## src/piu_pkg.sv

```systemverilog
// Package with constants, types and helpers of the priority interrupt unit
// Summary of operation
// - Command A0H enables rotation when service ends
// - Command 20H clears highest in-service bit
// - Code 11100 clears named level, rotates priority
// - Code 01100 clears named in-service bit only
// - Code 11000 makes named level lowest priority
// - Command 0AH selects pending requests for reads
// - Command 0BH selects in-service bits for reads
// - Pending register mirrors active request inputs
// - In-service bits set on service, cleared by end
// - Read selection persists across command port reads
// - Mask port write stores mask, read returns it
// - 68H enters special mask mode, 48H leaves
// - Two acknowledges; identifier byte on the second
// - Master answers only for inputs without slave
// - Identifier joins vector base and input number
// - Master drives cascade code on first acknowledge, for slaved inputs only
// - Winning request raises the maskable request line
// - Slave keeps cascade identity for its answer
// - Slave answers second acknowledge on identity match
// - Identifier: base in upper five, level low three
// - Automatic ending clears in-service bit at acknowledge
// - Fixed nested priority holds after reset
package piu_pkg;

	localparam logic [15:0] CMD_PORT_OFS   = 16'h00C0;
	localparam logic [15:0] MASK_PORT_OFS  = 16'h00C2;
	localparam logic [7:0]  MASK_RESET     = 8'hFF;
	localparam logic [2:0]  LOWEST_RESET   = 3'h7;
	localparam logic [2:0]  SPURIOUS_LEVEL = 3'h7;

	// Command byte codes and field layout
	localparam logic [7:0] CMD_NS_END        = 8'h20;
	localparam logic [7:0] CMD_ROT_NS_END    = 8'hA0;
	localparam logic [7:0] CMD_READ_PENDING  = 8'h0A;
	localparam logic [7:0] CMD_READ_INSERV   = 8'h0B;
	localparam logic [7:0] CMD_SMM_ENTER     = 8'h68;
	localparam logic [7:0] CMD_SMM_LEAVE     = 8'h48;
	localparam logic [4:0] CMD_ROT_SPEC_END  = 5'h1C;
	localparam logic [4:0] CMD_SPEC_END      = 5'h0C;
	localparam logic [4:0] CMD_SET_PRIORITY  = 5'h18;
	localparam int         CMD_CODE_LSB      = 3;
	localparam int         VEC_BASE_LSB      = 3;

	typedef enum logic {ACK_IDLE, ACK_WAIT2} piu_ack_e;

	typedef struct packed {
		logic [7:0] pending;
		logic [7:0] inService;
		logic [7:0] maskBits;
		logic [2:0] lowest;
		logic       autoRotate;
		logic       specialMask;
		logic       readInService;
		piu_ack_e   ackState;
		logic [2:0] ackLevel;
		logic       ackValid;
		logic       intrLine;
		logic [2:0] cascCode;
		logic       cascOe;
		logic [7:0] vecData;
		logic       vecOe;
		logic [7:0] rdData;
	} piu_state_s;

	// Rank of a level, zero being the highest priority
	function automatic logic [2:0] piu_rank(input logic [2:0] lvl, input logic [2:0] low);
		piu_rank = lvl - low - 3'h1;
	endfunction : piu_rank

	function automatic logic [7:0] piu_onehot(input logic [2:0] lvl);
		piu_onehot = 8'h01 << lvl;
	endfunction : piu_onehot

endpackage : piu_pkg

```

## src/piu_resolver.sv

```systemverilog
// Rotating priority resolver: highest-priority set bit
`timescale 1ns/100ps
module piu_resolver (
	// Candidate bits and bottom priority level
	input  wire logic [7:0] bits,
	input  wire logic [2:0] lowest,
	// Result
	output logic            found,
	output logic [2:0]      level
);

	logic [2:0] idx;

	always_comb begin
		found = 1'b0;
		level = 3'h0;
		idx   = 3'h0;
		// Walk from lowest to highest so the highest wins
		for (int i = 8; i >= 1; i--) begin
			idx = lowest + 3'(i);
			if (bits[idx]) begin
				found = 1'b1;
				level = idx;
			end
		end
	end

endmodule : piu_resolver

```

## src/piu_controller.sv

```systemverilog
// Priority interrupt unit: command, mask, status and acknowledge logic
`timescale 1ns/100ps
module piu_controller (
	// Clock and reset
	input  wire logic        clk,
	input  wire logic        nrst,
	// Port bus
	input  wire logic        busSel,
	input  wire logic [15:0] busAddr,
	input  wire logic        busWr,
	input  wire logic        busRd,
	input  wire logic [7:0]  busWdata,
	output logic      [7:0]  busRdata,
	// Request inputs
	input  wire logic [7:0]  requestInputs,
	// Setup held from initialization
	input  wire logic [4:0]  cfgVectorBase,
	input  wire logic [7:0]  cfgSlaveMap,
	input  wire logic        cfgIsSlave,
	input  wire logic [2:0]  cfgCascadeId,
	input  wire logic        cfgAutoEnd,
	// Processor side
	input  wire logic        acknowledgeStrobe,
	output logic             maskableRequestLine,
	output logic      [7:0]  vecDataOut,
	output logic             vecDataOe,
	// Cascade lines
	input  wire logic [2:0]  cascIn,
	output logic      [2:0]  cascOut,
	output logic             cascOe
);

	piu_pkg::piu_state_s stReg;
	piu_pkg::piu_state_s stNext;

	logic       reqFound;
	logic [2:0] reqLevel;
	logic       isrFound;
	logic [2:0] isrLevel;
	logic [7:0] reqEligible;
	logic       pendingWin;
	logic       cmdWr;
	logic       maskWr;
	logic       cmdRd;
	logic       maskRd;
	logic [4:0] cmdCode;
	logic [2:0] cmdLevel;
	logic       answer2;

	assign cmdWr    = busSel && busWr && busAddr == piu_pkg::CMD_PORT_OFS;
	assign maskWr   = busSel && busWr && busAddr == piu_pkg::MASK_PORT_OFS;
	assign cmdRd    = busSel && busRd && busAddr == piu_pkg::CMD_PORT_OFS;
	assign maskRd   = busSel && busRd && busAddr == piu_pkg::MASK_PORT_OFS;
	assign cmdCode  = busWdata[7:piu_pkg::CMD_CODE_LSB];
	assign cmdLevel = busWdata[2:0];

	// Special mask mode lets lower levels in, but never one already in service
	assign reqEligible = stReg.pending & ~stReg.maskBits
		& (stReg.specialMask ? ~stReg.inService : 8'hFF);

	piu_resolver reqResolver (
		.bits   (reqEligible),
		.lowest (stReg.lowest),
		.found  (reqFound),
		.level  (reqLevel)
	);

	piu_resolver isrResolver (
		.bits   (stReg.inService),
		.lowest (stReg.lowest),
		.found  (isrFound),
		.level  (isrLevel)
	);

	// Outside special mask mode a request wins only above every level under service
	assign pendingWin = reqFound && (stReg.specialMask || !isrFound
		|| piu_pkg::piu_rank(reqLevel, stReg.lowest)
		< piu_pkg::piu_rank(isrLevel, stReg.lowest));

	// Second acknowledge answer: master for direct inputs, slave on match
	assign answer2 = cfgIsSlave ? (cascIn == cfgCascadeId)
		: !cfgSlaveMap[stReg.ackLevel];

	always_comb begin
		logic [7:0] clrBits;
		logic [7:0] setBits;
		clrBits = 8'h00;
		setBits = 8'h00;
		stNext  = stReg;

		stNext.pending = requestInputs;
		stNext.vecOe   = 1'b0;

		// Register writes
		if (maskWr) begin
			stNext.maskBits = busWdata;
		end
		if (cmdWr) begin
			if (busWdata == piu_pkg::CMD_NS_END) begin
				if (isrFound) begin
					clrBits = piu_pkg::piu_onehot(isrLevel);
					if (stReg.autoRotate) begin
						stNext.lowest = isrLevel;
					end
				end
			end else if (busWdata == piu_pkg::CMD_ROT_NS_END) begin
				stNext.autoRotate = 1'b1;
				if (isrFound) begin
					clrBits       = piu_pkg::piu_onehot(isrLevel);
					stNext.lowest = isrLevel;
				end
			end else if (cmdCode == piu_pkg::CMD_ROT_SPEC_END) begin
				clrBits       = piu_pkg::piu_onehot(cmdLevel);
				stNext.lowest = cmdLevel;
			end else if (cmdCode == piu_pkg::CMD_SPEC_END) begin
				clrBits = piu_pkg::piu_onehot(cmdLevel);
			end else if (cmdCode == piu_pkg::CMD_SET_PRIORITY) begin
				stNext.lowest = cmdLevel;
			end else if (busWdata == piu_pkg::CMD_READ_PENDING) begin
				stNext.readInService = 1'b0;
			end else if (busWdata == piu_pkg::CMD_READ_INSERV) begin
				stNext.readInService = 1'b1;
			end else if (busWdata == piu_pkg::CMD_SMM_ENTER) begin
				stNext.specialMask = 1'b1;
			end else if (busWdata == piu_pkg::CMD_SMM_LEAVE) begin
				stNext.specialMask = 1'b0;
			end
		end

		// Register reads; selection is kept between reads
		if (cmdRd) begin
			stNext.rdData = stReg.readInService ? stReg.inService
				: stReg.pending;
		end else if (maskRd) begin
			stNext.rdData = stReg.maskBits;
		end else if (busSel && busRd) begin
			stNext.rdData = 8'h00;
		end

		// Acknowledge sequence
		case (stReg.ackState)
			piu_pkg::ACK_IDLE: begin
				if (acknowledgeStrobe) begin
					stNext.ackState = piu_pkg::ACK_WAIT2;
					stNext.ackValid = pendingWin;
					stNext.ackLevel = pendingWin ? reqLevel : piu_pkg::SPURIOUS_LEVEL;
					if (pendingWin && !cfgIsSlave) begin
						setBits = piu_pkg::piu_onehot(reqLevel);
						if (cfgSlaveMap[reqLevel]) begin
							stNext.cascCode = reqLevel;
							stNext.cascOe   = 1'b1;
						end
					end
				end
			end
			piu_pkg::ACK_WAIT2: begin
				if (acknowledgeStrobe) begin
					stNext.ackState = piu_pkg::ACK_IDLE;
					stNext.cascOe   = 1'b0;
					stNext.vecOe    = answer2;
					stNext.vecData  = {cfgVectorBase, stReg.ackLevel};
					if (cfgIsSlave && answer2 && stReg.ackValid) begin
						setBits = piu_pkg::piu_onehot(stReg.ackLevel);
					end
					if (cfgAutoEnd && stReg.ackValid) begin
						// Auto end cancels this cycle's set of the same level
						clrBits = clrBits | piu_pkg::piu_onehot(stReg.ackLevel);
						setBits = 8'h00;
						if (stReg.autoRotate) begin
							stNext.lowest = stReg.ackLevel;
						end
					end
				end
			end
			default: begin
				stNext.ackState = piu_pkg::ACK_IDLE;
			end
		endcase

		// Set wins over clear
		stNext.inService = (stReg.inService & ~clrBits) | setBits;
		stNext.intrLine  = pendingWin && stReg.ackState == piu_pkg::ACK_IDLE
			&& !acknowledgeStrobe;
	end

	always_ff @(posedge clk or negedge nrst) begin
		if (!nrst) begin
			stReg               <= '0;
			stReg.maskBits      <= piu_pkg::MASK_RESET;
			stReg.lowest        <= piu_pkg::LOWEST_RESET;
			stReg.ackState      <= piu_pkg::ACK_IDLE;
		end else begin
			stReg <= stNext;
		end
	end

	assign busRdata            = stReg.rdData;
	assign maskableRequestLine = stReg.intrLine;
	assign vecDataOut          = stReg.vecData;
	assign vecDataOe           = stReg.vecOe;
	assign cascOut             = stReg.cascCode;
	assign cascOe              = stReg.cascOe;

	// Checks
	irr_track_a: assert property (@(posedge clk) disable iff (!nrst)
		##1 stReg.pending == $past(requestInputs))
		else $error("pending register does not follow inputs");

	mask_write_a: assert property (@(posedge clk) disable iff (!nrst)
		maskWr |=> stReg.maskBits == $past(busWdata))
		else $error("mask write not stored");

	ns_end_a: assert property (@(posedge clk) disable iff (!nrst)
		cmdWr && busWdata == 8'h20 && isrFound && !acknowledgeStrobe
		|=> !stReg.inService[$past(isrLevel)])
		else $error("nonspecific end left bit set");

	read_select_a: assert property (@(posedge clk) disable iff (!nrst)
		cmdWr && busWdata == 8'h0A |=> !stReg.readInService)
		else $error("request register not selected");

	read_irr_a: assert property (@(posedge clk) disable iff (!nrst)
		cmdRd && !stReg.readInService |=> stReg.rdData == $past(stReg.pending))
		else $error("request register not returned");

	read_isr_a: assert property (@(posedge clk) disable iff (!nrst)
		cmdRd && stReg.readInService |=> stReg.rdData == $past(stReg.inService))
		else $error("in-service register not returned");

	rot_spec_a: assert property (@(posedge clk) disable iff (!nrst)
		cmdWr && busWdata[7:3] == 5'h1C && !acknowledgeStrobe
		|=> stReg.lowest == $past(busWdata[2:0])
		&& !stReg.inService[$past(busWdata[2:0])])
		else $error("rotate specific end failed");

	set_priority_a: assert property (@(posedge clk) disable iff (!nrst)
		cmdWr && busWdata[7:3] == 5'h18 && !acknowledgeStrobe
		|=> stReg.lowest == $past(busWdata[2:0]) && $stable(stReg.inService))
		else $error("set priority altered service bits");

	spec_end_a: assert property (@(posedge clk) disable iff (!nrst)
		cmdWr && busWdata[7:3] == 5'h0C && !acknowledgeStrobe
		|=> !stReg.inService[$past(busWdata[2:0])] && $stable(stReg.lowest))
		else $error("specific end failed or moved priority");

	smm_enter_a: assert property (@(posedge clk) disable iff (!nrst)
		cmdWr && busWdata == 8'h68 |=> stReg.specialMask ##0
		(!(cmdWr && busWdata == 8'h48)) [*1] |=> stReg.specialMask)
		else $error("special mask mode not held");

	smm_leave_a: assert property (@(posedge clk) disable iff (!nrst)
		cmdWr && busWdata == 8'h48 |=> !stReg.specialMask)
		else $error("special mask mode not left");

	vector_a: assert property (@(posedge clk) disable iff (!nrst)
		vecDataOe |-> vecDataOut == {cfgVectorBase, stReg.ackLevel}
		&& $past(stReg.ackState) == piu_pkg::ACK_WAIT2)
		else $error("identifier byte malformed");

	cascade_a: assert property (@(posedge clk) disable iff (!nrst)
		cascOe |-> !cfgIsSlave && cfgSlaveMap[cascOut]
		&& stReg.ackState == piu_pkg::ACK_WAIT2)
		else $error("cascade code driven wrongly");

	master_quiet_a: assert property (@(posedge clk) disable iff (!nrst)
		stReg.ackState == piu_pkg::ACK_WAIT2 && acknowledgeStrobe && !cfgIsSlave
		&& cfgSlaveMap[stReg.ackLevel] |=> !vecDataOe)
		else $error("master answered for a slaved input");

	slave_match_a: assert property (@(posedge clk) disable iff (!nrst)
		stReg.ackState == piu_pkg::ACK_WAIT2 && acknowledgeStrobe && cfgIsSlave
		&& cascIn != cfgCascadeId |=> !vecDataOe)
		else $error("slave answered without identity match");

	maskable_request_line_a: assert property (@(posedge clk) disable iff (!nrst)
		pendingWin && stReg.ackState == piu_pkg::ACK_IDLE && !acknowledgeStrobe
		|=> maskableRequestLine)
		else $error("request line not raised");

	ack_drop_a: assert property (@(posedge clk) disable iff (!nrst)
		acknowledgeStrobe && stReg.ackState == piu_pkg::ACK_IDLE
		|=> !maskableRequestLine)
		else $error("request line held through acknowledge");

	isr_set_a: assert property (@(posedge clk) disable iff (!nrst)
		acknowledgeStrobe && stReg.ackState == piu_pkg::ACK_IDLE && pendingWin
		&& !cfgIsSlave |=> stReg.inService[$past(reqLevel)])
		else $error("in-service bit not set at acknowledge");

	rotate_mode_a: assert property (@(posedge clk) disable iff (!nrst)
		cmdWr && busWdata == 8'hA0 |=> stReg.autoRotate)
		else $error("automatic rotation not entered");

	auto_end_a: assert property (@(posedge clk) disable iff (!nrst)
		stReg.ackState == piu_pkg::ACK_WAIT2 && acknowledgeStrobe && cfgAutoEnd
		&& stReg.ackValid |=> !stReg.inService[$past(stReg.ackLevel)])
		else $error("automatic ending left bit set");

	ack_pair_c: cover property (@(posedge clk) disable iff (!nrst)
		maskableRequestLine ##1 acknowledgeStrobe ##[1:8] vecDataOe);

	cascade_c: cover property (@(posedge clk) disable iff (!nrst)
		cascOe ##[1:8] !cascOe);

	rotate_c: cover property (@(posedge clk) disable iff (!nrst)
		stReg.autoRotate && cmdWr && busWdata == 8'h20 && isrFound);

	slave_c: cover property (@(posedge clk) disable iff (!nrst)
		cfgIsSlave && vecDataOe);

endmodule : piu_controller

```

## config.mk

```make
export PLATFORM = sky130hd
export DESIGN_NAME = piu_controller
export DESIGN_NICKNAME = d
export VERILOG_FILES = /design/src/piu_pkg.sv /design/src/piu_resolver.sv /design/src/piu_controller.sv
export SDC_FILE = /design/constraint.sdc
export NUM_CORES = 1
export LEC_CHECK = 0
export BUFFER_PORTS_ARGS = -buffer_cell sky130_fd_sc_hd__buf_4
export CAP_MARGIN = 10
export CORE_MARGIN = 5
export CORE_UTILIZATION = 55
export DETAILED_ROUTE_END_ITERATION = 7
export MAX_ROUTING_LAYER = met4
export PLACE_DENSITY = 0.75
export SLEW_MARGIN = 20
export SYNTH_ARGS = -nofsm -noshare
export SYNTH_HDL_FRONTEND = slang
export SYNTH_SLANG_ARGS = --single-unit
```

## constraint.sdc

```tcl
create_clock -name clk -period 18 [get_ports clk]
set_clock_uncertainty 0.1 [all_clocks]
set_input_delay 0.9 -clock clk [delete_from_list [all_inputs] [get_ports clk]]
set_output_delay 0.9 -clock clk [all_outputs]
set_load 0.02 [all_outputs]
```

## Word-level counts from Yosys, hierarchy flattened

Index checks and enable logic that the tools add are counted.

- Output and inout port bits: 22
- Flip-flop bits (word level): 57
- Logic and storage cells: 227

- Order comparisons: 11
- Shift operators: 4
- Bitwise logic cells: 16
- Equal/unequal tests: 16
- Add/subtract/negate cells: 11
- Muxes and demuxes: 124
- Reductions and logical operators: 29

Operators by type and width:

| cell | count |
|---|---|
| $mux 8 | 19 |
| $mux 3 | 30 |
| $bmux 1 s3 | 18 |
| $mux 1 | 47 |
| $lt 3x4->1 const B | 10 |
| $eq 16x8->1 const B | 2 |
| $shl 1x3->8 const A | 4 |
| $and 8x8->8 | 3 |
| $not 8->8 | 3 |
| $eq 8x4->1 const B | 2 |
| $eq 8x7->1 const B | 2 |
| $or 8x8->8 | 2 |
| $pmux 8 s2 | 1 |
| $logic_and 1x1->1 | 13 |
| $add 3x3->3 const B | 4 |
| $eq 5x5->1 const B | 2 |
| $mux 10 | 1 |
| $reduce_and 9->1 | 1 |
| $eq 8x6->1 const B | 1 |
| $eq 8x8->1 const B | 1 |
| $mux 2 | 4 |
| $ne 2x2->1 const B | 4 |
| $not 1->1 | 8 |
| $reduce_and 4->1 | 2 |
| other kinds (17) | 27 |

## Depth between registers and ports, before layout

Gate-level depths: netlist of the first run.

- Depth after elaboration: 23
- Mapped depth: 27
- Gate-level depth less buffers: 22

## By module

Synthesis of the first run repeated with hierarchy kept, for this count alone.

- Cell total of the unflattened synthesis: 503
- Area total of the unflattened synthesis: 4,907.2 sq um

Modules (own cells, without submodules):

| module | cells each | times used | area each (sq um) |
|---|---|---|---|
| piu_controller | 348 | 1 | 3,549.7 |
| piu_resolver (reqResolver) | 78 | 1 | 683.2 |
| piu_resolver (isrResolver) | 77 | 1 | 674.4 |

## Worst setup path before layout of the first run

Ideal clock, no wire load.

- Kind: register to register
- From: reg, netlist name stReg[30]
- To: reg stReg, in the netlist cascOut[0]
- Setup slack: 11.726 ns
- Cell stages (with the launch flop): 28
- Setup time: 0.128 ns
- Arrival: 6.047 ns
- Cells stage by stage: dfstp_2 -> buf_6 -> buf_4 -> inv_2 -> buf_2 -> ha_1 -> buf_2 -> nor2b_1 -> and3_1 -> or4_1 -> clkbuf_1 -> mux2i_4 -> nor2_1 -> a211oi_2 -> a21oi_1 -> nor2_1 -> inv_1 -> ha_1 -> fa_1 -> xor2_1 -> xnor2_1 -> ha_1 -> a21oi_1 -> o31ai_2 -> or4_4 -> nor2b_2 -> a22oi_2 -> mux2_1

- Cells in the longest elaborated chain, start to end: 17

Ends and longest elaborated chain:

| element | line | source |
|---|---|---|
| $add 3x3->3 or $bmux 1 s3 (tied branches) | piu_resolver.sv:20, piu_resolver.sv:21 |  |
| $bmux 1 s3 or $mux 1 (tied branches) | piu_resolver.sv:21 | `if (bits[idx]) begin` |
| $mux 1 (implied by the code) or $mux 3 (tied branches) | piu_resolver.sv:21 |  |
| $mux 3 (6 in series) | piu_resolver.sv:21 |  |
| $mux 3 (*) | piu_resolver.sv:21 |  |
| net reqLevel[0] | piu_controller.sv:37 | `logic [2:0] reqLevel;` |
| $sub 3x3->3 | piu_pkg.sv:69 | `piu_rank = lvl - low - 3'h1;` |
| $sub 3x1->3 | piu_pkg.sv:69 |  |
| $lt 3x3->1 | piu_controller.sv:78 | `< piu_pkg::piu_rank(isrLevel, stReg.lowest));` |
| $logic_or 1x1->1 | piu_controller.sv:77 | `\|\| piu_pkg::piu_rank(reqLevel, stReg.lowest)` |
| $logic_and 1x1->1 | piu_controller.sv:76 | `assign pendingWin = reqFound && (stReg.specialMask \|\| !isrFound` |
| $logic_and 1x1->1 | piu_controller.sv:147 | `if (pendingWin && !cfgIsSlave) begin` |
| $reduce_and 4->1 (no source line) | -- |  |
| to (signal assigned) | piu_controller.sv:193 | `stReg <= stNext;` |
| to (decl) | piu_controller.sv:33 | `piu_pkg::piu_state_s stReg;` |

Mark *: on every way through the listed nets, which the timed path passes. The rest lies on a longest branch. The select of a mux whose other input is x is not followed.
A chain may end at the register's enable or synchronous reset.

## Final worst setup path of the first run

- From: reg, netlist name stReg[30]
- To: reg stReg, in the netlist cascOut[1]

- Cells in the longest elaborated chain, start to end: 17

Ends and longest elaborated chain:

| element | line |
|---|---|
| $add 3x3->3 or $bmux 1 s3 (tied branches) | piu_resolver.sv:20, piu_resolver.sv:21 |
| $bmux 1 s3 or $mux 1 (tied branches) | piu_resolver.sv:21 |
| $mux 1 (implied by the code) or $mux 3 (tied branches) | piu_resolver.sv:21 |
| $mux 3 (6 in series) | piu_resolver.sv:21 |
| $mux 3 (*) | piu_resolver.sv:21 |
| net reqLevel[0] | piu_controller.sv:37 |
| $sub 3x3->3 | piu_pkg.sv:69 |
| $sub 3x1->3 | piu_pkg.sv:69 |
| $lt 3x3->1 | piu_controller.sv:78 |
| $logic_or 1x1->1 | piu_controller.sv:77 |
| $logic_and 1x1->1 | piu_controller.sv:76 |
| $logic_and 1x1->1 | piu_controller.sv:147 |
| $reduce_and 4->1 (no source line) (*) | -- |

Marks and branches as above.

==> flow_summary.toml, run 1 <==
[min_path]
min_delay_path_depth = 2
start_point_of_the_worst_hold_path = "busRdata[2]$_DFFE_PN0P_"
hold_path_class = "reg2reg"
worstHoldEndpoint = "busRdata[2]$_DFFE_PN0P_"

[synthesis]
postSynthRegisterBits = 57
synthesis.yosys.warnings = 0
asyncSetResetFlopFracSynth_pct = 100.0
postSynth.topFlopCell = "dfrtp_1"
syn-mean-instance-area_um2 = 9.010
synth_nets = 637
synthDistinctLibCells = 76
synth_enable_flop_cells = 0
post_synthesis_sequential_area_ratio_pct = 28.24
post_synth_inst_count = 566
post_synthesis_cell_area_mm2 = 0.005100

[detailed_routing]
met3_length_um = 1014
route.final.wire_length_um = 14270
post_route_drc = 0
detail_route.wl_per_cell_um = 19.72
topRoutingLayerUsed = "met4"
via_count = 4712
wl_met1_um = 6045
drt_first_pass_iters = 5
postRouteAntennaNets = 0
met2WireLength_um = 6916
vias_per_cell = 6.508
first_iter_violations = 396

[global_route]
grt_usage_pct = 26.69
number_of_antenna_violations_at_the_first_check_in_global_routing = 0
global_route_wire_length_before_repair_um = 23800
first_global_vias = 4749
grt_start_max_net_pins = 58
grt-ovfl-total = 0

[sta]
hold_viol_final = 0
max-slew-margin-rel_pct = 39.70
final.setup.tns_ns = 0
worst_pin_slew_ns = 0.8968
final.period_utilization_pct = 42.38
timing.final.max_slew_violations = 0
min_period_ns = 7.628
finalHoldWorstSlack_ns = 0.3867
clock.fmax_mhz = 131.1
finalSetupViolations = 0
grt_setup_unrepaired = "no"

[placement]
final_gp_congestion = 0.9329
detailed_place_hpwl_um = 10830
portBuffers = 80

[floorplanning]
ios = 81
die_width_um = 106.3
die_h_um = 106.3
starting_density_of_the_core_pct = 55.72
dieArea_mm2 = 0.01130
core_region_area_mm2 = 0.009153
std_cell_rows = 35

[setup_path]
critPathMaxStageDelay_ns = 0.89
critical_path_buf_inv_count = 2
worst-r2r-cell-count = 22
critical_path.endpoint_type = "flop"
cell_family_with_the_largest_share_of_critical_path_delay = "simple AND/OR/NAND/NOR gates"
arrival_ns = 7.75
critical_path_peak_fanout = 26
path_cells = "inv_2, ha_1, nor2b_1, and3_1, or4_1, mux2i_4, nor2_1, a211oi_2, a21oi_1, nor2_1, inv_1, ha_1, fa_1, xor2_1, xnor2_1, ha_1, a21oi_1, o31ai_2, or4_4, nor2_2, a22oi_2, mux2_1"
crit-reg2reg-capture = "cascOut[1]$_DFFE_PN0P_"
crit_start = "stReg[30]$_DFF_PN1_"
cpMaxStageDelayCell = "dfstp_2"
worst_setup_path_start_kind = "flop"
path_class = "reg2reg"
rrSetupSlack_ns = 10.37
worstPathRequired_ns = 18.12
path_common_cell = "ha_1"
timing.rr.start = "stReg[30]$_DFF_PN1_"

[finish]
diodes = 0
nets = 679
multi_input_comb_area_mm2 = 0.003306
sequential_cell_area_mm2 = 0.001440
post_synthesis_to_final_layout_area_growth_pct = 14.25
fillCellCount = 754
final_layout_size_suffix_gt1_share_pct = 27.08

[power_and_ir_drop]
p_comb_share_pct = 43.2
total_leakage_power_nw = 2.349
power.ir.vdd_worst_mv = 0.08596
part_of_the_total_power_dissipated_in_the_clock_network_pct = 24.8
switching_power_total_mw = 0.2459
internal_power_mw = 0.3764
seq_pwr_share_pct = 32.0
power_density_mw_per_mm2 = 106.8
sw_frac_of_total_pct = 39.52

[status]
run_status = "completed"

[clocking]
clock_sink_count = 57
cts_max_level = 3
max-clock-path-buffers = 2
cts_root_buf = "clkbuf_8"
cts.repair.resized = 0
clock_latency_on_the_worst_skew_pair_ns = 0.33
cts-hold-fix-buffers = 0
clk_pin_slew_worst_paths_ns = 0.07
cts_tree = "yes"
postCtsSetupRepairBufs = 0
cts_buffers = 9

[run]
maxCapViolations = 0
## cell type report
class | instances | area share (%)
multi-input combinational | 440 | 56.73
inverter | 19 | 1.224
clock buffer | 12 | 2.834
timing repair buffer | 81 | 10.44
clock inverter | 4 | 1.675
tap | 111 | 2.384
sequential | 57 | 24.72
## Yosys cell counts, drive strengths merged (8+ instances only)
library cell	instances	area, um^2
nor2	35	133.9
nor2b	15	96.34
o31ai	12	95.09
nor4	9	71.32
dfstp	11	289.0
mux4	17	382.9
mux2i	26	272.8
ha	10	125.1
a21oi	24	120.1
nand2b	10	62.56
nand3	14	70.07
and2	17	106.4
mux2	27	304.0
buf	34	221.5
o21ai	31	155.2
xnor2	9	78.83
clkbuf	16	61.30
and3	11	68.82
inv	19	71.32
o221ai	9	85.08
a31oi	8	50.05
nor3	11	55.05
nand2	61	234.0
dfrtp	46	1151
## power groups by stage
| stage | registers [mW] | clock network (mW) | logic (mW) |
|---|---|---|---|
| 6_report | 0.199 | 0.155 | 0.269 |
| 5_1_grt | 0.202 | 0.164 | 0.292 |
| 3_3_place_gp | 0.198 | 0 | 0.259 |
| 2_1_floorplan | 0.176 | 0 | 0.209 |
| 3_5_place_dp | 0.199 | 0 | 0.263 |
| 4_1_cts | 0.197 | 0.156 | 0.265 |
## how the worst max path moves through the flow
stage	cells after the start	slack, ns	end
floorplan	27	11.73	cascOut[0]$_DFFE_PN0P_
global placement	22	10.74	cascOut[1]$_DFFE_PN0P_
detailed placement	22	10.47	cascOut[1]$_DFFE_PN0P_
CTS	22	10.43	cascOut[1]$_DFFE_PN0P_
global route	22	9.90	cascOut[1]$_DFFE_PN0P_
finish	22	10.37	cascOut[1]$_DFFE_PN0P_
## worst reg2reg max path, delay by kind of cell, from the launching register on
family          cells  cell delay, ns
mux                 2            0.57
simple gates        7            2.29
fa+ha+maj           4            1.87
flops               1            0.89
xor+xnor            2            0.33
buf+inv             2            0.55
compound gates      5            0.91
## sequential cells by signal, indices dropped and copies added, names as in the netlist
register             count
cascOut                  3
vecDataOe                1
busRdata                 8
stReg                   35
cascOe                   1
maskableRequestLine      1
vecDataOut               8
## per-stage QoR
| stage | cell area [um^2] | power, mW | util (%) | worst slack, ns | cells |
|---|---|---|---|---|---|
| 3_3_place_gp | 5564 | 0.4567 | 60.79 | 10.74 | 708 |
| 6_report | 5827 | 0.6223 | 63.66 | 10.37 | 724 |
| 5_1_grt | 5827 | 0.6587 | 63.66 | 9.900 | 724 |
| 4_1_cts | 5827 | 0.6183 | 63.66 | 10.43 | 724 |
| 2_1_floorplan | 5100 | 0.3846 | - | 11.73 | 566 |
| 3_5_place_dp | 5564 | 0.4617 | 60.79 | 10.47 | 708 |
## cells by family after synthesis
family / after synthesis / share of synthesized area [%]
AND/OR/NAND/NOR: 206 / 21.22
AO/OA/AOI/OAI: 139 / 19.31
multiplexers: 70 / 18.82
buffers and inverters: 69 / 6.943
flip-flops: 57 / 28.24
XOR/XNOR: 13 / 2.233
adder cells (fa/ha/maj): 12 / 3.239
## metal layers
layer,global-route usage [%],vias up
met1,35.32,2289
met5,-,-
met3,4.736,26
met4,7.956,0
li1,-,2190
met2,42.13,207
## cell usage in the layout (no fill, tap or decap), types with 12 or more instances in the layout
cell type and count:
clkbuf_8 12, mux4_2 17, dfrtp_1 46, mux2i_1 25
nand2_1 59, nand3_1 14, a21oi_1 24, and2_1 16
inv_1 17, buf_4 81, nor2b_1 14, o21ai_0 25
nor2_1 34, mux2_2 24
(Power assumes the default switching activity.)
==> run 2: changes to the inputs <==
--- a/config.mk
+++ b/config.mk
@@ -8,7 +8,7 @@
 export BUFFER_PORTS_ARGS = -buffer_cell sky130_fd_sc_hd__buf_4
 export CAP_MARGIN = 10
 export CORE_MARGIN = 5
-export CORE_UTILIZATION = 55
+export CORE_UTILIZATION = 53
 export DETAILED_ROUTE_END_ITERATION = 7
 export MAX_ROUTING_LAYER = met4
 export PLACE_DENSITY = 0.75
==> constraint.sdc (replaced) <==
create_clock -name clk -period 6.9 [get_ports clk]
set_clock_uncertainty 0.1 [all_clocks]
set_input_delay 0.345 -clock clk [delete_from_list [all_inputs] [get_ports clk]]
set_output_delay 0.345 -clock clk [all_outputs]
set_load 0.02 [all_outputs]
==> run 2 against run 1 <==
Die area is 3.4% higher. Final area increased by 1.5%. Largest cell class unchanged. Fmax up 20%. Global-route usage up 0.60 points. Sequential power increased by 140%. Combinational power rose to 2.8 times the previous value. Power rose by 140%. Hold slack got worse by 0.37 ns.
==> flow_summary.toml, run 2 (synthesis results as in run 1) <==
[sta]
final.period_utilization_pct = 92.29
min_period_ns = 6.368
finalSetupViolations = 0
hold_viol_final = 0
grt_setup_unrepaired = "no"
max-slew-margin-rel_pct = 50.76
final.setup.tns_ns = 0
timing.final.max_slew_violations = 0
clock.fmax_mhz = 157.0
worst_pin_slew_ns = 0.7386

[clocking]
cts_tree = "yes"
cts_max_level = 3
postCtsSetupRepairBufs = 0
cts-hold-fix-buffers = 1
clock_sink_count = 57
cts_buffers = 9
max-clock-path-buffers = 2
clk_pin_slew_worst_paths_ns = 0.07
cts.repair.resized = 0
cts_root_buf = "clkbuf_8"
clock_latency_on_the_worst_skew_pair_ns = 0.33

[setup_path]
worst_setup_path_start_kind = "flop"
path_class = "reg2reg"
rrSetupSlack_ns = 0.53
crit-reg2reg-capture = "cascOut[1]$_DFFE_PN0P_"
crit_start = "stReg[30]$_DFF_PN1_"
worst-r2r-cell-count = 22
arrival_ns = 6.48
worstPathRequired_ns = 7.01
timing.rr.start = "stReg[30]$_DFF_PN1_"
critical_path_peak_fanout = 10
critical_path.endpoint_type = "flop"

[floorplanning]
core_region_area_mm2 = 0.009328
starting_density_of_the_core_pct = 54.67
std_cell_rows = 35
die_width_um = 108.1
ios = 81
dieArea_mm2 = 0.01168
die_h_um = 108.1

[detailed_routing]
drt_first_pass_iters = 5
first_iter_violations = 437
detail_route.wl_per_cell_um = 19.44
post_route_drc = 0
postRouteAntennaNets = 0
route.final.wire_length_um = 14830
via_count = 4807
vias_per_cell = 6.300

[min_path]
hold_path_class = "in2reg"
worstHoldEndpoint = "stReg[52]$_DFF_PN0_"
start_point_of_the_worst_hold_path = "requestInputs[3]"
min_delay_path_depth = 1

[finish]
max_flop_register = "stReg"
most-common-layout-cells = "99 x buf_4, 59 x nand2_1, 46 x dfrtp_1"
layout.cells.most_common = "buf_4"
diodes = 0
largest_register_ffs = 35
final_layout_size_suffix_gt1_share_pct = 28.86
layout.cells.non_filler = 763
post_synthesis_to_final_layout_area_growth_pct = 15.97
nets = 700

[power_and_ir_drop]
power_density_mw_per_mm2 = 254.6
total_leakage_power_nw = 2.401
total_power_mw = 1.506
power.ir.vdd_worst_mv = 0.1682

[placement]
detailed_place_hpwl_um = 11280
final_gp_congestion = 1.020
portBuffers = 80
placed_cells_incl_taps = 744

[global_route]
global_route_wire_length_before_repair_um = 24450
number_of_antenna_violations_at_the_first_check_in_global_routing = 0
grt-ovfl-total = 0
grt_start_max_net_pins = 58
grt_usage_pct = 27.29
first_global_vias = 4674

[run]
maxCapViolations = 0

[status]
run_status = "completed"
-- run 2: cell count changes in the layout (fill, tap and decap cells not counted), sizes merged --
cell / change
buf: +18
clkinv: +4
bufinv: -3
dlygate4sd3: +3
clkbuf: -2
clkinvlp: +1
-- run 2: where the power goes --
group          switching (mW)  internal, mW  total [mW]
combinational           0.420         0.335       0.754
clock                   0.140         0.128       0.267
sequential             0.0820         0.402       0.484
total                   0.641         0.865        1.51
-- run 2: area by class of cell --
class                   instances  area, um^2
fillers                       810        3413
multi-input cells             440        3306
flip-flops and latches         57        1440
repair buffers                102       773.2
well taps                     129       161.4
clock buffers                  10       127.6
inverters                      19       71.32
clock inverters                 6       35.03
-- run 2: worst max path at each step --
stage                                         to  slack, ns  cells after the start
final                     cascOut[1]$_DFFE_PN0P_       0.53                     22
after global routing      cascOut[1]$_DFFE_PN0P_       0.15                     22
after detailed placement  cascOut[1]$_DFFE_PN0P_       0.56                     22
after floorplan           cascOut[0]$_DFFE_PN0P_       0.63                     27
after global placement    cascOut[1]$_DFFE_PN0P_       0.84                     22
after CTS                 cascOut[1]$_DFFE_PN0P_       0.54                     22
-- run 2: per-layer routing --
| metal | wire [um] | vias up | part of all wire [%] | track usage [%] |
|---|---|---|---|---|
| met5 | 0 | - | 0 | - |
| met4 | 414 | 0 | 2.8 | 9.107 |
| met3 | 1097 | 34 | 7.4 | 7.343 |
| met2 | 6891 | 200 | 46 | 39.88 |
| met1 | 6431 | 2333 | 43 | 36.83 |
| li1 | - | 2240 | - | - |
-- run 2: per-stage QoR --
step	worst slack (ns)	util (%)	hold slack [ns]	area [um^2]
floorplan	0.6259	-	-0.05059	5100
global placement	0.8393	61.34	0.3404	5722
detailed placement	0.5605	61.34	0.3522	5722
CTS	0.5415	63.19	0.00009884	5894
global route	0.1486	63.41	0.0006272	5914
finish	0.5323	63.41	0.01477	5914
-- run 2: critical path, cell delays in order, from the launching register on --
cell	delay [ns]
dfstp_2	0.65
inv_2	0.06
ha_1	0.34
and2_1	0.20
and3_1	0.21
or4_1	0.65
mux2i_4	0.23
nor2_1	0.07
a211oi_2	0.25
a21oi_1	0.15
nor2_1	0.36
inv_1	0.23
ha_1	0.27
fa_1	0.41
xor2_1	0.17
xnor2_1	0.15
ha_1	0.31
a21oi_1	0.17
o31ai_2	0.11
or4_4	0.46
nor2b_2	0.22
a22oi_2	0.12
mux2_1	0.33
